==> src/hw/frde_params.svh <==
// constants of the floppy read data engine
`ifndef FRDE_PARAMS_SVH
`define FRDE_PARAMS_SVH

`define FRDE_OP_READ 5'h06
`define FRDE_OP_READ_DEL 5'h0C
`define FRDE_OP_VERIFY 5'h16
`define FRDE_OP_LOCK 5'h14
`define FRDE_ST_INVALID 8'h80
`define FRDE_CMD_LAST 4'h8
`define FRDE_RES_LEN 3'h7
`define FRDE_RES_ONE 3'h1
`define FRDE_IC_ABN 2'h1
`define FRDE_SIZE_BASE 15'h0080
`define FRDE_DTL_SHORT 8'h80
`define FRDE_FIRST_SECTOR 8'h01
`define FRDE_FIFO_WIDTH 8
`define FRDE_FIFO_DEPTH 32

`define FRDE_B_MT 7
`define FRDE_B_SK 5
`define FRDE_ST0_SE 5
`define FRDE_ST1_EN 7
`define FRDE_ST1_DE 5
`define FRDE_ST1_OR 4
`define FRDE_ST1_ND 2
`define FRDE_ST2_CM 6
`define FRDE_ST2_DD 5

`define FRDE_P_DRV 1
`define FRDE_P_CYL 2
`define FRDE_P_HEAD 3
`define FRDE_P_SEC 4
`define FRDE_P_SIZE 5
`define FRDE_P_EOT 6
`define FRDE_P_DTL 8

`endif

==> src/hw/frde_pkg.sv <==
// types of the floppy read data engine
package frde_pkg;

  typedef enum logic [3:0] {
    S_IDLE, S_CMD, S_SEEK, S_HEAD, S_SETTLE, S_SEARCH, S_MARK, S_DATA, S_DRAIN, S_RESULT
  } frde_state_t;

  typedef struct packed {
    logic [7:0] cyl;
    logic [7:0] head;
    logic [7:0] sec;
  } frde_addr_t;

  typedef struct packed {
    frde_state_t st;
    logic cmdReady;
    logic [3:0] idx;
    logic [8:0][7:0] prm;
    logic [6:0][7:0] res;
    logic [2:0] resCnt;
    logic [2:0] resLen;
    logic resValid;
    logic [7:0] resByte;
    logic [7:0] st0;
    logic [7:0] st1;
    logic [7:0] st2;
    frde_addr_t cur;
    frde_addr_t rep;
    logic stopDeliver;
    logic markStop;
    logic skipSector;
    logic idxCnt;
    logic [14:0] byteCnt;
    logic seekReq;
    logic [7:0] seekCyl;
    logic headLoad;
    logic [3:0] busy;
    logic lock;
    logic lastWasFormat;
    logic [7:0] fmtSc;
    logic [7:0] prevParam;
    logic tcS1;
    logic tcS2;
    logic ixS1;
    logic ixS2;
    logic ixS3;
  } frde_core_t;

endpackage

==> src/hw/frde_fifo_if.sv <==
// stream carrier between the engine and its data fifo
`timescale 1ns/1ps
interface frde_fifo_if #(parameter int WIDTH = 8);
  logic wrValid;
  logic [WIDTH-1:0] wrData;
  logic wrReady;
  logic rdValid;
  logic [WIDTH-1:0] rdData;
  logic rdReady;
  logic idle;
  modport fifo (input wrValid, wrData, rdReady, output wrReady, rdValid, rdData, idle);
  modport src (output wrValid, wrData, input wrReady, idle);
  modport snk (input rdValid, rdData, output rdReady);
endinterface

==> src/hw/frde_fifo.sv <==
// data fifo with registered read stage
`timescale 1ns/1ps
module frde_fifo #(
  parameter int WIDTH = 8,
  parameter int DEPTH = 32
) (
  input wire logic mclk,
  input wire logic rstn,
  frde_fifo_if.fifo port
);
  localparam int AW = $clog2(DEPTH);

  typedef struct packed {
    logic [DEPTH-1:0][WIDTH-1:0] mem;
    logic [AW:0] wp;
    logic [AW:0] rp;
    logic outValid;
    logic [WIDTH-1:0] outData;
  } frde_fifo_state_t;

  frde_fifo_state_t q, n;
  logic memEmpty;
  logic memFull;

  always_comb begin
    n = q;
    memEmpty = (q.wp == q.rp);
    memFull = (q.wp[AW] != q.rp[AW]) && (q.wp[AW-1:0] == q.rp[AW-1:0]);
    if (port.wrValid && !memFull) begin
      n.mem[q.wp[AW-1:0]] = port.wrData;
      n.wp = q.wp + 1'b1;
    end
    // output stage refills whenever it is free or being taken
    if (!q.outValid || port.rdReady) begin
      if (!memEmpty) begin
        n.outData = q.mem[q.rp[AW-1:0]];
        n.outValid = 1'b1;
        n.rp = q.rp + 1'b1;
      end else begin
        n.outValid = 1'b0;
      end
    end
  end

  always_ff @(posedge mclk or negedge rstn) begin
    if (!rstn) begin
      q <= '0;
    end else begin
      q <= n;
    end
  end

  assign port.wrReady = !memFull;
  assign port.rdValid = q.outValid;
  assign port.rdData = q.outData;
  assign port.idle = memEmpty && !q.outValid;
endmodule

==> src/hw/frde_timer.sv <==
// one-shot cycle timer for head settle and unload
`timescale 1ns/1ps
module frde_timer (
  input wire logic mclk,
  input wire logic rstn,
  input wire logic start,
  input wire logic clear,
  input wire logic [15:0] load,
  output logic done
);
  typedef struct packed {
    logic [15:0] cnt;
    logic run;
    logic done;
  } frde_timer_state_t;

  frde_timer_state_t q, n;

  always_comb begin
    n = q;
    n.done = 1'b0;
    if (clear) begin
      n.run = 1'b0;
    end else if (start) begin
      n.cnt = load;
      n.run = 1'b1;
    end else if (q.run) begin
      if (q.cnt <= 16'h0001) begin
        n.run = 1'b0;
        n.done = 1'b1;
      end else begin
        n.cnt = q.cnt - 16'h0001;
      end
    end
  end

  always_ff @(posedge mclk or negedge rstn) begin
    if (!rstn) begin
      q <= '0;
    end else begin
      q <= n;
    end
  end

  assign done = q.done;
endmodule

==> src/hw/frde_top.sv <==
// read data engine: command decode, search, transfer and result phases
// Functional notes
// RQ1: unknown opcode does nothing, returns one result byte 80H.
// RQ2: reported earlier parameter is sector count after format, else end-of-track.
// RQ3: host keeps command drive bits matching drive select outputs; never drive pins.
// RQ4: read, deleted read and verify share parameters and results, differ in bits 0-4.
// RQ5: with implied seek enabled, seek to requested cylinder before transfer.
// RQ6: addressed drive busy bit is set during the seek.
// RQ7: failed seek reported via status zero and failing cylinder byte.
// RQ8: host writes exactly nine command bytes for a read.
// RQ9: load head, wait settle time, match ID, move data field to fifo.
// RQ10: after each sector advance sector number and read the next one.
// RQ11: terminal count or overrun stops delivery; sector finished and CRC checked.
// RQ12: sector size is 128 shifted left by the size code.
// RQ13: size zero with short length below 128 delivers only that many bytes.
// RQ14: nonzero size code means short length is ignored.
// RQ15: both-sides flag reads side 0 then side 1 of a cylinder.
// RQ16: head stays loaded for the unload interval after a command.
// RQ17: two index pulses without match give class 01 and missing-sector flag.
// RQ18: CRC fault gives class 01, fault flag, ID field CRC flag in status two.
// RQ19: deleted-mark handling per skip flag, control-mark flag set.
// RQ20: sector address advances automatically during transfer.
// RQ21: result address is sector+1, or sector 1 with cylinder/head change.
// RQ22: command, execution and result phases; all results read before next command.
`timescale 1ns/1ps
`include "frde_params.svh"
module frde_top
  import frde_pkg::*;
(
  input wire logic mclk,
  input wire logic rstn,
  input wire logic [7:0] cmdByte,
  input wire logic cmdValid,
  output logic cmdReady,
  output logic [7:0] resByte,
  output logic resValid,
  input wire logic resReady,
  output logic [7:0] hostData,
  output logic hostDataValid,
  input wire logic hostDataReady,
  input wire logic terminalCount,
  input wire logic revolutionMarkerN,
  input wire logic idValid,
  input wire logic [7:0] idCyl,
  input wire logic [7:0] idHead,
  input wire logic [7:0] idSector,
  input wire logic [7:0] idSize,
  input wire logic idCrcErr,
  input wire logic dataMarkValid,
  input wire logic dataMarkDeleted,
  input wire logic diskByteValid,
  input wire logic [7:0] diskByte,
  input wire logic dataEnd,
  input wire logic dataCrcErr,
  input wire logic impliedSeekEn,
  input wire logic [15:0] settleCycles,
  input wire logic [15:0] unloadCycles,
  input wire logic [7:0] presentCyl,
  input wire logic seekDone,
  input wire logic seekFail,
  input wire logic formatDone,
  input wire logic [7:0] formatSectorCount,
  output logic seekReq,
  output logic [7:0] seekCyl,
  output logic headLoad,
  output logic headSide,
  output logic [3:0] driveBusy,
  output logic [1:0] paramDrive,
  output logic [7:0] prevParam,
  output logic lockState
);
  frde_core_t q, n;
  logic fifoPush;
  logic [7:0] fifoData;
  logic settleGo;
  logic unloadGo;
  logic unloadClr;
  logic settleDone;
  logic unloadDone;
  logic doEnd;
  logic indexEdge;
  logic tcSync;
  logic isVerify;
  logic isDel;
  logic bothSides;
  logic skipDeleted;
  logic otherMark;

  frde_fifo_if #(.WIDTH(`FRDE_FIFO_WIDTH)) fif ();

  frde_fifo #(.WIDTH(`FRDE_FIFO_WIDTH), .DEPTH(`FRDE_FIFO_DEPTH)) u_fifo (
    .mclk(mclk),
    .rstn(rstn),
    .port(fif)
  );

  frde_timer u_settle (
    .mclk(mclk),
    .rstn(rstn),
    .start(settleGo),
    .clear(1'b0),
    .load(settleCycles),
    .done(settleDone)
  );

  frde_timer u_unload (
    .mclk(mclk),
    .rstn(rstn),
    .start(unloadGo),
    .clear(unloadClr),
    .load(unloadCycles),
    .done(unloadDone)
  );

  function automatic logic isXfer(input logic [4:0] op);
    return op == `FRDE_OP_READ || op == `FRDE_OP_READ_DEL || op == `FRDE_OP_VERIFY; // RQ4
  endfunction

  function automatic logic [14:0] sizeBytes(input logic [7:0] code);
    return `FRDE_SIZE_BASE << code[2:0]; // RQ12
  endfunction

  function automatic logic [14:0] xferLimit(input logic [7:0] code, input logic [7:0] short_sector_length);
    if (code == 8'h00 && short_sector_length < `FRDE_DTL_SHORT) begin
      return {7'h00, short_sector_length}; // RQ13
    end
    return sizeBytes(code); // RQ14
  endfunction

  function automatic logic canGoOn(input frde_addr_t a, input logic [7:0] last_sector_on_track, input logic mt);
    return (a.sec != last_sector_on_track) || (mt && !a.head[0]);
  endfunction

  function automatic frde_addr_t nextAddr(input frde_addr_t a, input logic [7:0] last_sector_on_track,
                                          input logic mt);
    frde_addr_t r;
    r = a;
    if (a.sec != last_sector_on_track) begin
      r.sec = a.sec + 8'h01; // RQ21
    end else begin
      r.sec = `FRDE_FIRST_SECTOR; // RQ21
      r.head = {a.head[7:1], a.head[0] ^ mt}; // RQ15
      if (!(mt && !a.head[0])) begin
        r.cyl = a.cyl + 8'h01; // RQ21
      end
    end
    return r;
  endfunction

  assign indexEdge = q.ixS3 && !q.ixS2;
  assign tcSync = q.tcS2;
  assign isVerify = (q.prm[0][4:0] == `FRDE_OP_VERIFY);
  assign isDel = (q.prm[0][4:0] == `FRDE_OP_READ_DEL);
  assign bothSides = q.prm[0][`FRDE_B_MT];
  assign skipDeleted = q.prm[0][`FRDE_B_SK];
  // the deleted-data command treats a normal mark as the odd one
  assign otherMark = dataMarkDeleted ^ isDel;

  always_comb begin
    n = q;
    fifoPush = 1'b0;
    fifoData = diskByte;
    settleGo = 1'b0;
    unloadGo = 1'b0;
    unloadClr = 1'b0;
    doEnd = 1'b0;
    // first stage feeds only the second
    n.tcS1 = terminalCount;
    n.tcS2 = q.tcS1;
    n.ixS1 = revolutionMarkerN;
    n.ixS2 = q.ixS1;
    n.ixS3 = q.ixS2;
    if (unloadDone) begin
      n.headLoad = 1'b0; // RQ16
    end
    if (formatDone) begin
      n.lastWasFormat = 1'b1;
      n.fmtSc = formatSectorCount;
      n.prevParam = formatSectorCount; // RQ2
    end
    case (q.st)
      S_IDLE: begin
        if (cmdValid && q.cmdReady) begin
          n.prm[0] = cmdByte;
          n.idx = 4'h1;
          if (isXfer(cmdByte[4:0])) begin
            n.st = S_CMD;
          end else if (cmdByte[6:0] == {2'h0, `FRDE_OP_LOCK}) begin
            n.lock = cmdByte[7];
            n.res[0] = {3'h0, cmdByte[7], 4'h0};
            n.resByte = {3'h0, cmdByte[7], 4'h0};
            n.resLen = `FRDE_RES_ONE;
            n.resCnt = 3'h0;
            n.resValid = 1'b1;
            n.cmdReady = 1'b0;
            n.st = S_RESULT;
          end else begin
            n.res[0] = `FRDE_ST_INVALID; // RQ1
            n.resByte = `FRDE_ST_INVALID; // RQ1
            n.resLen = `FRDE_RES_ONE;
            n.resCnt = 3'h0;
            n.resValid = 1'b1;
            n.cmdReady = 1'b0;
            n.st = S_RESULT;
          end
        end
      end
      S_CMD: begin
        if (cmdValid) begin
          n.prm[q.idx] = cmdByte;
          n.idx = q.idx + 4'h1;
          if (q.idx == `FRDE_CMD_LAST) begin // RQ8
            n.cmdReady = 1'b0;
            n.cur = {q.prm[`FRDE_P_CYL], q.prm[`FRDE_P_HEAD], q.prm[`FRDE_P_SEC]};
            n.rep = n.cur;
            n.st0 = {5'h00, q.prm[`FRDE_P_DRV][2:0]};
            n.st1 = 8'h00;
            n.st2 = 8'h00;
            n.stopDeliver = 1'b0;
            n.markStop = 1'b0;
            n.lastWasFormat = formatDone;
            n.prevParam = formatDone ? formatSectorCount : q.prm[`FRDE_P_EOT]; // RQ2
            if (impliedSeekEn && q.prm[`FRDE_P_CYL] != presentCyl) begin
              n.seekReq = 1'b1; // RQ5
              n.seekCyl = q.prm[`FRDE_P_CYL];
              n.busy[q.prm[`FRDE_P_DRV][1:0]] = 1'b1; // RQ6
              n.st = S_SEEK;
            end else begin
              n.st = S_HEAD;
            end
          end
        end
      end
      S_SEEK: begin
        if (seekFail) begin
          n.st0[7:6] = `FRDE_IC_ABN; // RQ7
          n.st0[`FRDE_ST0_SE] = 1'b1;
          n.rep.cyl = presentCyl; // RQ7
          doEnd = 1'b1;
        end else if (seekDone) begin
          n.st = S_HEAD;
        end
        if (seekFail || seekDone) begin
          n.seekReq = 1'b0;
          n.busy = 4'h0;
        end
      end
      S_HEAD: begin
        unloadClr = 1'b1;
        n.idxCnt = 1'b0;
        if (q.headLoad && !unloadDone) begin
          n.st = S_SEARCH; // RQ16
        end else begin
          n.headLoad = 1'b1; // RQ9
          settleGo = 1'b1;
          n.st = S_SETTLE;
        end
      end
      S_SETTLE: begin
        if (settleDone) begin
          n.st = S_SEARCH; // RQ9
        end
      end
      S_SEARCH, S_MARK: begin
        if (indexEdge) begin
          n.idxCnt = 1'b1;
          if (q.idxCnt) begin
            n.st0[7:6] = `FRDE_IC_ABN; // RQ17
            n.st1[`FRDE_ST1_ND] = 1'b1; // RQ17
            doEnd = 1'b1;
          end else begin
            n.st = S_SEARCH;
          end
        end else if (q.st == S_SEARCH && idValid) begin
          if (idCrcErr) begin
            n.st0[7:6] = `FRDE_IC_ABN; // RQ18
            n.st1[`FRDE_ST1_DE] = 1'b1; // RQ18
            n.st2[`FRDE_ST2_DD] = 1'b1; // RQ18
            doEnd = 1'b1;
          end else if ({idCyl, idHead, idSector} == q.cur && idSize == q.prm[`FRDE_P_SIZE]) begin
            n.st = S_MARK; // RQ9
          end
        end else if (q.st == S_MARK && dataMarkValid) begin
          n.byteCnt = 15'h0000;
          n.skipSector = 1'b0;
          if (otherMark) begin
            n.st2[`FRDE_ST2_CM] = 1'b1; // RQ19
            if (skipDeleted) begin
              n.skipSector = 1'b1; // RQ19
            end else begin
              n.markStop = 1'b1; // RQ19
            end
          end
          n.st = S_DATA;
        end
      end
      S_DATA: begin
        if (diskByteValid) begin
          n.byteCnt = q.byteCnt + 15'h0001;
          if (!q.stopDeliver && !q.skipSector && !isVerify &&
              q.byteCnt < xferLimit(q.prm[`FRDE_P_SIZE], q.prm[`FRDE_P_DTL])) begin // RQ13
            if (fif.wrReady) begin
              fifoPush = 1'b1; // RQ9
            end else begin
              // overrun acts as an implied terminal count
              n.st1[`FRDE_ST1_OR] = 1'b1; // RQ11
              n.st0[7:6] = `FRDE_IC_ABN;
              n.stopDeliver = 1'b1; // RQ11
            end
          end
        end
        if (tcSync) begin
          n.stopDeliver = 1'b1; // RQ11
        end
        if (dataEnd) begin
          if (dataCrcErr) begin
            n.st0[7:6] = `FRDE_IC_ABN; // RQ18
            n.st1[`FRDE_ST1_DE] = 1'b1; // RQ18
            n.rep = q.cur;
            doEnd = 1'b1;
          end else if (n.stopDeliver) begin
            n.rep = nextAddr(q.cur, q.prm[`FRDE_P_EOT], bothSides); // RQ11
            doEnd = 1'b1;
          end else if (q.markStop) begin
            n.rep = q.cur; // RQ19
            doEnd = 1'b1;
          end else if (canGoOn(q.cur, q.prm[`FRDE_P_EOT], bothSides)) begin
            n.cur = nextAddr(q.cur, q.prm[`FRDE_P_EOT], bothSides); // RQ10 RQ20
            n.idxCnt = 1'b0;
            n.st = S_SEARCH; // RQ10
          end else begin
            // ran off the cylinder without a terminal count
            n.st0[7:6] = `FRDE_IC_ABN;
            n.st1[`FRDE_ST1_EN] = 1'b1;
            n.rep = nextAddr(q.cur, q.prm[`FRDE_P_EOT], bothSides); // RQ21
            doEnd = 1'b1;
          end
        end
      end
      S_DRAIN: begin
        // results wait until the host has taken all data
        if (fif.idle) begin
          n.st = S_RESULT; // RQ22
          n.resValid = 1'b1;
          n.resCnt = 3'h0;
          n.resByte = q.res[0];
        end
      end
      S_RESULT: begin
        if (q.resValid && resReady) begin
          if (q.resCnt == q.resLen - 3'h1) begin
            n.resValid = 1'b0;
            n.cmdReady = 1'b1; // RQ22
            n.st = S_IDLE;
          end else begin
            n.resCnt = q.resCnt + 3'h1;
            n.resByte = q.res[q.resCnt + 3'h1];
          end
        end
      end
      default: begin
        n.st = S_IDLE;
        n.cmdReady = 1'b1;
      end
    endcase
    if (doEnd) begin
      n.res = {q.prm[`FRDE_P_SIZE], n.rep.sec, n.rep.head, n.rep.cyl, n.st2, n.st1, n.st0};
      n.resLen = `FRDE_RES_LEN; // RQ4
      n.st = S_DRAIN; // RQ22
      unloadGo = 1'b1; // RQ16
    end
  end

  always_ff @(posedge mclk or negedge rstn) begin
    if (!rstn) begin
      q <= '0;
      q.cmdReady <= 1'b1;
      q.st <= S_IDLE;
      q.ixS1 <= 1'b1;
      q.ixS2 <= 1'b1;
      q.ixS3 <= 1'b1;
    end else begin
      q <= n;
    end
  end

  assign fif.wrValid = fifoPush;
  assign fif.wrData = fifoData;
  assign fif.rdReady = hostDataReady;
  assign hostData = fif.rdData;
  assign hostDataValid = fif.rdValid;
  assign cmdReady = q.cmdReady;
  assign resByte = q.resByte;
  assign resValid = q.resValid;
  assign seekReq = q.seekReq;
  assign seekCyl = q.seekCyl;
  assign headLoad = q.headLoad;
  assign headSide = q.cur.head[0];
  assign driveBusy = q.busy;
  // internal copy only, never steers the select pins
  assign paramDrive = q.prm[`FRDE_P_DRV][1:0]; // RQ3
  assign prevParam = q.prevParam;
  assign lockState = q.lock;
endmodule

==> config.mk <==
export PLATFORM = sky130hd
export DESIGN_NAME = frde_top
export DESIGN_NICKNAME = d
export VERILOG_FILES = /design/src/hw/frde_pkg.sv /design/src/hw/frde_fifo_if.sv /design/src/hw/frde_fifo.sv /design/src/hw/frde_timer.sv /design/src/hw/frde_top.sv
export VERILOG_INCLUDE_DIRS = /design/src /design/src/hw
export SDC_FILE = /design/constraint.sdc
export NUM_CORES = 1
export LEC_CHECK = 0
export BUFFER_PORTS_ARGS = -buffer_cell sky130_fd_sc_hd__clkbuf_2
export CAP_MARGIN = 20
export CELL_PAD_IN_SITES_DETAIL_PLACEMENT = 1
export CELL_PAD_IN_SITES_GLOBAL_PLACEMENT = 2
export CORE_MARGIN = 1
export CORE_UTILIZATION = 25
export DETAILED_ROUTE_END_ITERATION = 8
export GPL_ROUTABILITY_DRIVEN = 0
export PLACE_DENSITY_LB_ADDON = 0.3
export SLEW_MARGIN = 15
export SYNTH_ARGS = -nofsm -noshare
export SYNTH_HDL_FRONTEND = slang
export SYNTH_SLANG_ARGS = --single-unit
==> constraint.sdc <==
create_clock -name mclk -period 5.1 [get_ports mclk]
set_clock_uncertainty 0.05 [all_clocks]
set_input_delay 0.51 -clock mclk [delete_from_list [all_inputs] [get_ports mclk]]
set_output_delay 0.51 -clock mclk [all_outputs]
set_load 0.1 [all_outputs]
==> results of run 1 <==
-- kinds of logic after synthesis --
| group | Yosys count | share of synthesized area |
|---|---|---|
| buffers and inverters | 222 | 0.03495 |
| AND/OR/NAND/NOR | 705 | 0.1275 |
| flip-flops | 569 | 0.5017 |
| multiplexers | 460 | 0.2161 |
| AO/OA/AOI/OAI | 345 | 0.07748 |
| XOR/XNOR | 90 | 0.02776 |
| adder cells (fa/ha/maj) | 33 | 0.01454 |
-- power groups by stage --
stage	registers, uW	logic (uW)	clock network, uW
global placement	6070	5040	0
global route	6120	5600	5670
CTS	6020	5160	5510
finish	6010	5110	5330
detailed placement	6100	5140	0
floorplan	5670	3850	0
-- cell type report --
class	count	area (um^2)	area share
clock inverter	22	359.1	0.01081
inverter	35	131.4	0.003954
clock buffer	109	2153	0.06481
sequential	569	14250	0.4288
timing repair buffer	206	1249	0.03758
multi-input combinational	1633	13200	0.3974
tap	1500	1877	0.05648
antenna	2	5.005	0.0001506
-- per-stage QoR --
stage	area [um^2]	power, uW
final	33230	16450
after global routing	33230	17390
after CTS	33210	16690
after detailed placement	30670	11230
after global placement	30640	11110
after floorplan	28390	9522
-- registers in the layout (all words and copies together) (netlist names), 2 cells and up --
| name | count |
|---|---|
| n | 3 |
| resByte | 8 |
| u_fifo.port.rdData | 8 |
| u_settle.q | 17 |
| seekCyl | 8 |
| paramDrive | 2 |
| u_unload.q | 17 |
| prevParam | 8 |
| q | 215 |
| u_fifo.q | 268 |
| driveBusy | 4 |
-- layer usage --
layer,up-vias,track usage
met5,-,0
met4,2,0.07136
met3,170,0.02849
met2,348,0.2715
met1,10459,0.2059
li1,8870,-
-- critical path: stages, from the launching register on --
cell       delay [ns]
dfrtp_1          0.42
nor3_1           0.41
nand2_1          0.15
nor3_1           0.48
nand2_1          0.14
ha_1             0.33
a211oi_1         0.22
nand4_1          0.16
a211oi_2         0.37
o2111ai_1        0.33
a31oi_4          0.35
buf_4            0.33
o21ai_4          0.25
o21ai_0          0.27
o21ai_0          0.15
-- final timing paths --
| check | cells past startpoint | from | slack, ns | to |
|---|---|---|---|---|
| worst max-delay path | 14 | q[244] | 0.52 | u_unload.q[7] |
| worst min-delay path | 3 | formatSectorCount[0] | 0.05 | prevParam[0] |
| worst max register to register | 14 | q[244] | 0.52 | u_unload.q[7] |
| worst min register to register | 0 | n[1] | 0.31 | n[0] |
| max in group asynchronous | 3 | rstn | 3.14 | u_fifo.q[123] |
| min in group asynchronous | 2 | rstn | 0.46 | driveBusy[2] |
-- cells in the mapped netlist (28+ instances only) --
cell type | count | share of area
xor2_1 | 61 | 0.019
o21ai_0 | 108 | 0.019
ha_1 | 33 | 0.015
nand2_1 | 278 | 0.037
nor2_1 | 146 | 0.019
mux4_2 | 88 | 0.070
buf_4 | 39 | 0.010
xnor2_1 | 29 | 0.0089
inv_1 | 35 | 0.0046
dfrtp_1 | 565 | 0.50
nand3_1 | 46 | 0.0081
clkbuf_1 | 122 | 0.016
a21oi_1 | 77 | 0.014
nor3_1 | 40 | 0.0071
mux2i_1 | 28 | 0.0099
mux2_2 | 341 | 0.14
-- what timing repair did --
| action | CTS | global route |
|---|---|---|
| hold buffers | 3 | 0 |
| endpoints found under the hold margin | 69 | 0 |
| setup endpoints to repair | 0 | 0 |
==> results by group, run 1 <==
Logic synthesis
  – Area of the mapped netlist: 0.02839 mm^2
  – EDFF count, synth: 0
  – Asr flop ratio synth: 1.000
  – Flops & latches, synth: ~570
  – Predominant post-synthesis flop cell: dfrtp_1
  – Warnings, synthesis: 0
  – Cells after Synth: 2424
  – Syn nets: 2571
  – Seq/Total Area, Yosys: 0.5017
  – Synth cell types: 72
  – Syn Area/Cell: roughly 12 um^2

Placed design
  – Dpl cells: 3939
  – Final HPWL DP: roughly 65000 um
  – I/O Buffers: 158
  – Pre-CTS setup slack: just over 0.3 ns

Timing
  – WHS: 0.04916 ns
  – Min Tclk post-route: 4.580 ns
  – Setup TNS: 0 ns
  – Max Fclk: 0.2183 GHz
  – RSZ-0062 raised after global routing: no
  – Final setup viols: 0
  – Worst-margin pin slew: around 1.1 ns
  – Final count of hold timing violations: 0
  – Slew headroom: 0.2470
  – Fin crit share: 0.8981
  – Final Slew Violations: 0
  – Worst setup margin: 0.5196 ns

Route
  – 1st-pass router iterations: 5
  – Wire per inst: 22.76 um
  – Final ANT Viol Nets: 0
  – DR DRC count: 0
  – WL final: 92750 um
  – 1st-iter DRT viols: 993
  – Routed metal-1 wire length: 40160 um
  – Vias: around 20000
  – Top sig layer: met5
  – Met2 WL: 45040 um
  – Routed wl met3: between 3000 and 4000 um
  – DR vias/cell: 4.870

Global routing
  – Vias in the first global route: 22220
  – Pin count of the biggest net entering global routing: 131
  – GRT overflow: 0
  – GRT Overall Usage: 0.1628
  – Number of antenna violations at the first check in global routing: 5
  – Global-route wire length before repair: 143400 um

Floorplan
  – Core footprint: roughly 0.11 mm^2
  – Cell Rows: 123
  – Die area: 0.1149 mm^2
  – Ports: 159
  – Die W: 339.0 um
  – Initial Utilization: 0.2524
  – Die height: ~340 um

Worst setup path
  – Max Fanout on Critical Path: 32
  – CP Capture Type: register
  – Worst path required time: 5.53 ns
  – Critical path type: reg -> reg
  – Startpoint types: register
  – Worst EP arrival: 5.02 ns

Status
  – Status: completed

Pwr
  – Pwr per Cell Area: just under 500 mW/mm^2
  – Internal power: 10090 uW
  – Combinational share of power: 0.310
  – Peak VDD IR: 0.0002179 V
  – Seq pwr share: 0.365
  – Clock share of power: 0.324
  – Pleak: 0.01533 uW
  – P_sw: approximately 6400 uW
  – Switching Fraction: 0.3867

Clock tree
  – Max Root-Sink Buffers: 3
  – H-Tree Depth: 3
  – Post-CTS Setup Repair Bufs: 0
  – Clock sinks: around 570
  – Clk_lat worst skew: roughly 0.66 ns
  – Clock Tree Root: clkbuf_16
  – CTS tree: done
  – Num CTS Buffers: 73
  – Post-cts resize count: 0
  – Clk pin slew, worst setup/hold paths: 0.05 ns

Final layout
  – NumNets Final: 2665
  – Post-layout util: 0.2954
  – Commonest non-fill, non-tap cell in the layout: dfrtp_1
  – Commonest non-fill, non-tap cells in the layout: dfrtp_1 (563), mux2_2 (341), nand2_1 (277)
  – Layout area overhead: 17.03%
  – Share of post-route cells with drive strength above 1: 0.3159
  – FILL cells: 12328
  – Non-Filler Instances: 4076

Min path
  – Hold/Removal Path Class: in -> reg

Flow run
  – Max cap viols: 0
(Power assumes the default switching activity.)
==> run 2, diff against run 1 <==
--- a/config.mk
+++ b/config.mk
@@ -10,3 +10,3 @@
 export CAP_MARGIN = 20
-export CELL_PAD_IN_SITES_DETAIL_PLACEMENT = 1
+export CELL_PAD_IN_SITES_DETAIL_PLACEMENT = 2
 export CELL_PAD_IN_SITES_GLOBAL_PLACEMENT = 2
--- a/constraint.sdc
+++ b/constraint.sdc
@@ -4,2 +4,2 @@
 set_output_delay 0.51 -clock mclk [all_outputs]
-set_load 0.1 [all_outputs]
+set_load 0.005 [all_outputs]
==> run 2 against run 1 <==
  * Die area is the same
  * Critical path depth is the same
  * Hold slack gained 0.0075 ns
  * First-iteration DRC count grew 2.5%
  * Clock-buffer cell count shrank 6
  * Worst setup slack lost 0.078 ns
  * Final cell count is essentially flat
==> results by group, run 2 (synthesized netlist as in run 1, its figures left out) <==
Route
  – 1st-iter DRT viols: 1018
  – DR vias/cell: 4.909
  – Vias: approximately 20000
  – Wire per inst: 23.66 um
  – Final ANT Viol Nets: 0
  – WL final: slightly below 100000 um
  – DR DRC count: 0
  – 1st-pass router iterations: 5

Global routing
  – Pin count of the biggest net entering global routing: 131
  – GRT Overall Usage: 0.1690
  – Number of antenna violations at the first check in global routing: 7
  – GRT overflow: 0
  – Global-route wire length before repair: 148600 um
  – Vias in the first global route: 23023

Floorplan
  – Die height: 339.0 um
  – Die area: approximately 0.11 mm^2
  – Ports: 159
  – Cell Rows: between 100 and 150
  – Initial Utilization: 0.2524
  – Die W: 339.0 um
  – Core footprint: 0.1125 mm^2

Timing
  – Worst-margin pin slew: around 1.1 ns
  – Fin crit share: 0.9134
  – Final count of hold timing violations: 0
  – Min Tclk post-route: 4.658 ns
  – WHS: 0.05668 ns
  – RSZ-0062 raised after global routing: no
  – Final setup viols: 0
  – Slew headroom: 0.2717
  – Final Slew Violations: 0
  – Max Fclk: 0.2147 GHz
  – Setup TNS: 0 ns

Clock tree
  – Max Root-Sink Buffers: 3
  – Num CTS Buffers: 72
  – Clock sinks: between 500 and 600
  – CTS tree: done
  – Clock Tree Root: clkbuf_16
  – Clk_lat worst skew: approximately 0.65 ns
  – Clk pin slew, worst setup/hold paths: 0.06 ns
  – Post-CTS Setup Repair Bufs: 0
  – H-Tree Depth: 3

Pwr
  – Pwr per Cell Area: 479.1 mW/mm^2
  – Pleak: about 0.015 uW
  – Peak VDD IR: approximately 0.00026 V

Final layout
  – Largest Register: u_fifo.q
  – Share of post-route cells with drive strength above 1: 0.3156
  – Largest regs: u_fifo.q: 268 flops, q: 215 flops
  – Max reg flops: 268
  – NumNets Final: approximately 2700
  – Layout area overhead: 16.70%
  – Commonest non-fill, non-tap cells in the layout: dfrtp_1 (563), mux2_2 (341), nand2_1 (277)
  – Commonest non-fill, non-tap cell in the layout: dfrtp_1

Worst setup path
  – Critical path's top delay family: compound AO/OA/AOI/OAI gates
  – R2R depth: 14
  – Startpoint types: register
  – CP Capture Type: register
  – Levels on crit path: 14
  – Reg2Reg Launch Point: q[244]
  – Critical-path cell list: nor3_1 -> nand2_1 -> nor3_1 -> nand2_1 -> ha_1 -> a211oi_1 -> nand4_1 -> a211oi_2 -> o2111ai_1 -> a31oi_4 -> buf_4 -> o21ai_2 -> buf_8 -> o311ai_0
  – RR Endpoint: u_unload.q[17]
  – Worst EP arrival: 5.14 ns
  – CP endpoint: u_unload.q[17]
  – Worst path required time: 5.58 ns
  – Max Fanout on Critical Path: 21
  – Crit-path max cell delay: 0.52 ns
  – Crit path max-delay cell type: nor3_1
  – Setup crit start: q[244]
  – Buffer and inverter count on the worst path: 2
  – FF-to-FF setup slack: 0.44 ns
  – Critical path type: reg -> reg

Status
  – Status: completed

Placed design
  – Final HPWL DP: 67650 um
  – I/O Buffers: 158

Min path
  – Hold/Removal Path Class: in -> reg

Flow run
  – Max cap viols: 0
[run 2: cell types whose count changed in the layout (fill, tap and decap cells not counted), moves of 2 or more]
cell,delta
clkbuf_1,-2
inv_16,+2
inv_6,-2
clkbuf_8,-3
clkinv_2,+2
clkinv_16,-3
[run 2: through the flow]
stage / setup WS, ns / area, um^2 / std cells / utilization / power (uW)
floorplan: 1.097 / 28390 / 2424 / - / 8972
global placement: 0.5957 / 30640 / 3938 / 0.2724 / 10570
detailed placement: 0.3861 / 30670 / 3939 / 0.2726 / 10780
CTS: 0.3679 / 33110 / 4069 / 0.2943 / 16140
global route: 0.03997 / 33130 / 4072 / 0.2945 / 16800
finish: 0.4416 / 33130 / 4072 / 0.2945 / 15880
[run 2: per-layer routing]
metal / GRT usage / routed length, um / share of wire
met1: 0.2088 / 41250 / 0.43
met2: 0.2899 / 48120 / 0.50
met3: 0.03023 / 3336 / 0.035
met4: 0.06816 / 3599 / 0.037
met5: 0 / 29 / 0.00030
[run 2: cell type report]
type                    instances  area, um^2
multi-input cells            1633       13200
clock buffers                 103        2079
flip-flops and latches        569       14250
fillers                     11968       79370
diodes                          2       5.005
well taps                    1500        1877
clock inverters                24       336.6
repair buffers                206        1259
inverters                      35       131.4
[run 2: report_power, final]
part / switching [uW] / internal (uW) / total (uW)
Combinational: 2870 / 1760 / 4630
Sequential: 854 / 5180 / 6030
Clock: 2140 / 3070 / 5210
Total: 5860 / 10000 / 15900
[run 2: worst min path at each step]
stage | from | end | slack, ns | depth (start not counted)
after floorplan | rstn | bothSides | 0.16 | 0
after global placement | n[3] | tcSync | 0.30 | 0
after detailed placement | n[3] | tcSync | 0.30 | 0
after CTS | unloadCycles[4] | u_unload.q[6] | 0.01 | 3
after global routing | unloadCycles[4] | u_unload.q[6] | 0.04 | 3
final | formatSectorCount[7] | prevParam[7] | 0.06 | 3
[run 2: what timing repair did]
action,CTS,global route
gates resized for setup,0,0
endpoints found under the setup margin,0,0
hold endpoints to repair,52,0
hold buffers,3,0
[run 2: worst min-delay path: cells and delay by family]
kind | cells | cell delay [ns]
compound gates | 1 | 0.06
buf+inv | 1 | 0.08
simple gates | 1 | 0.04
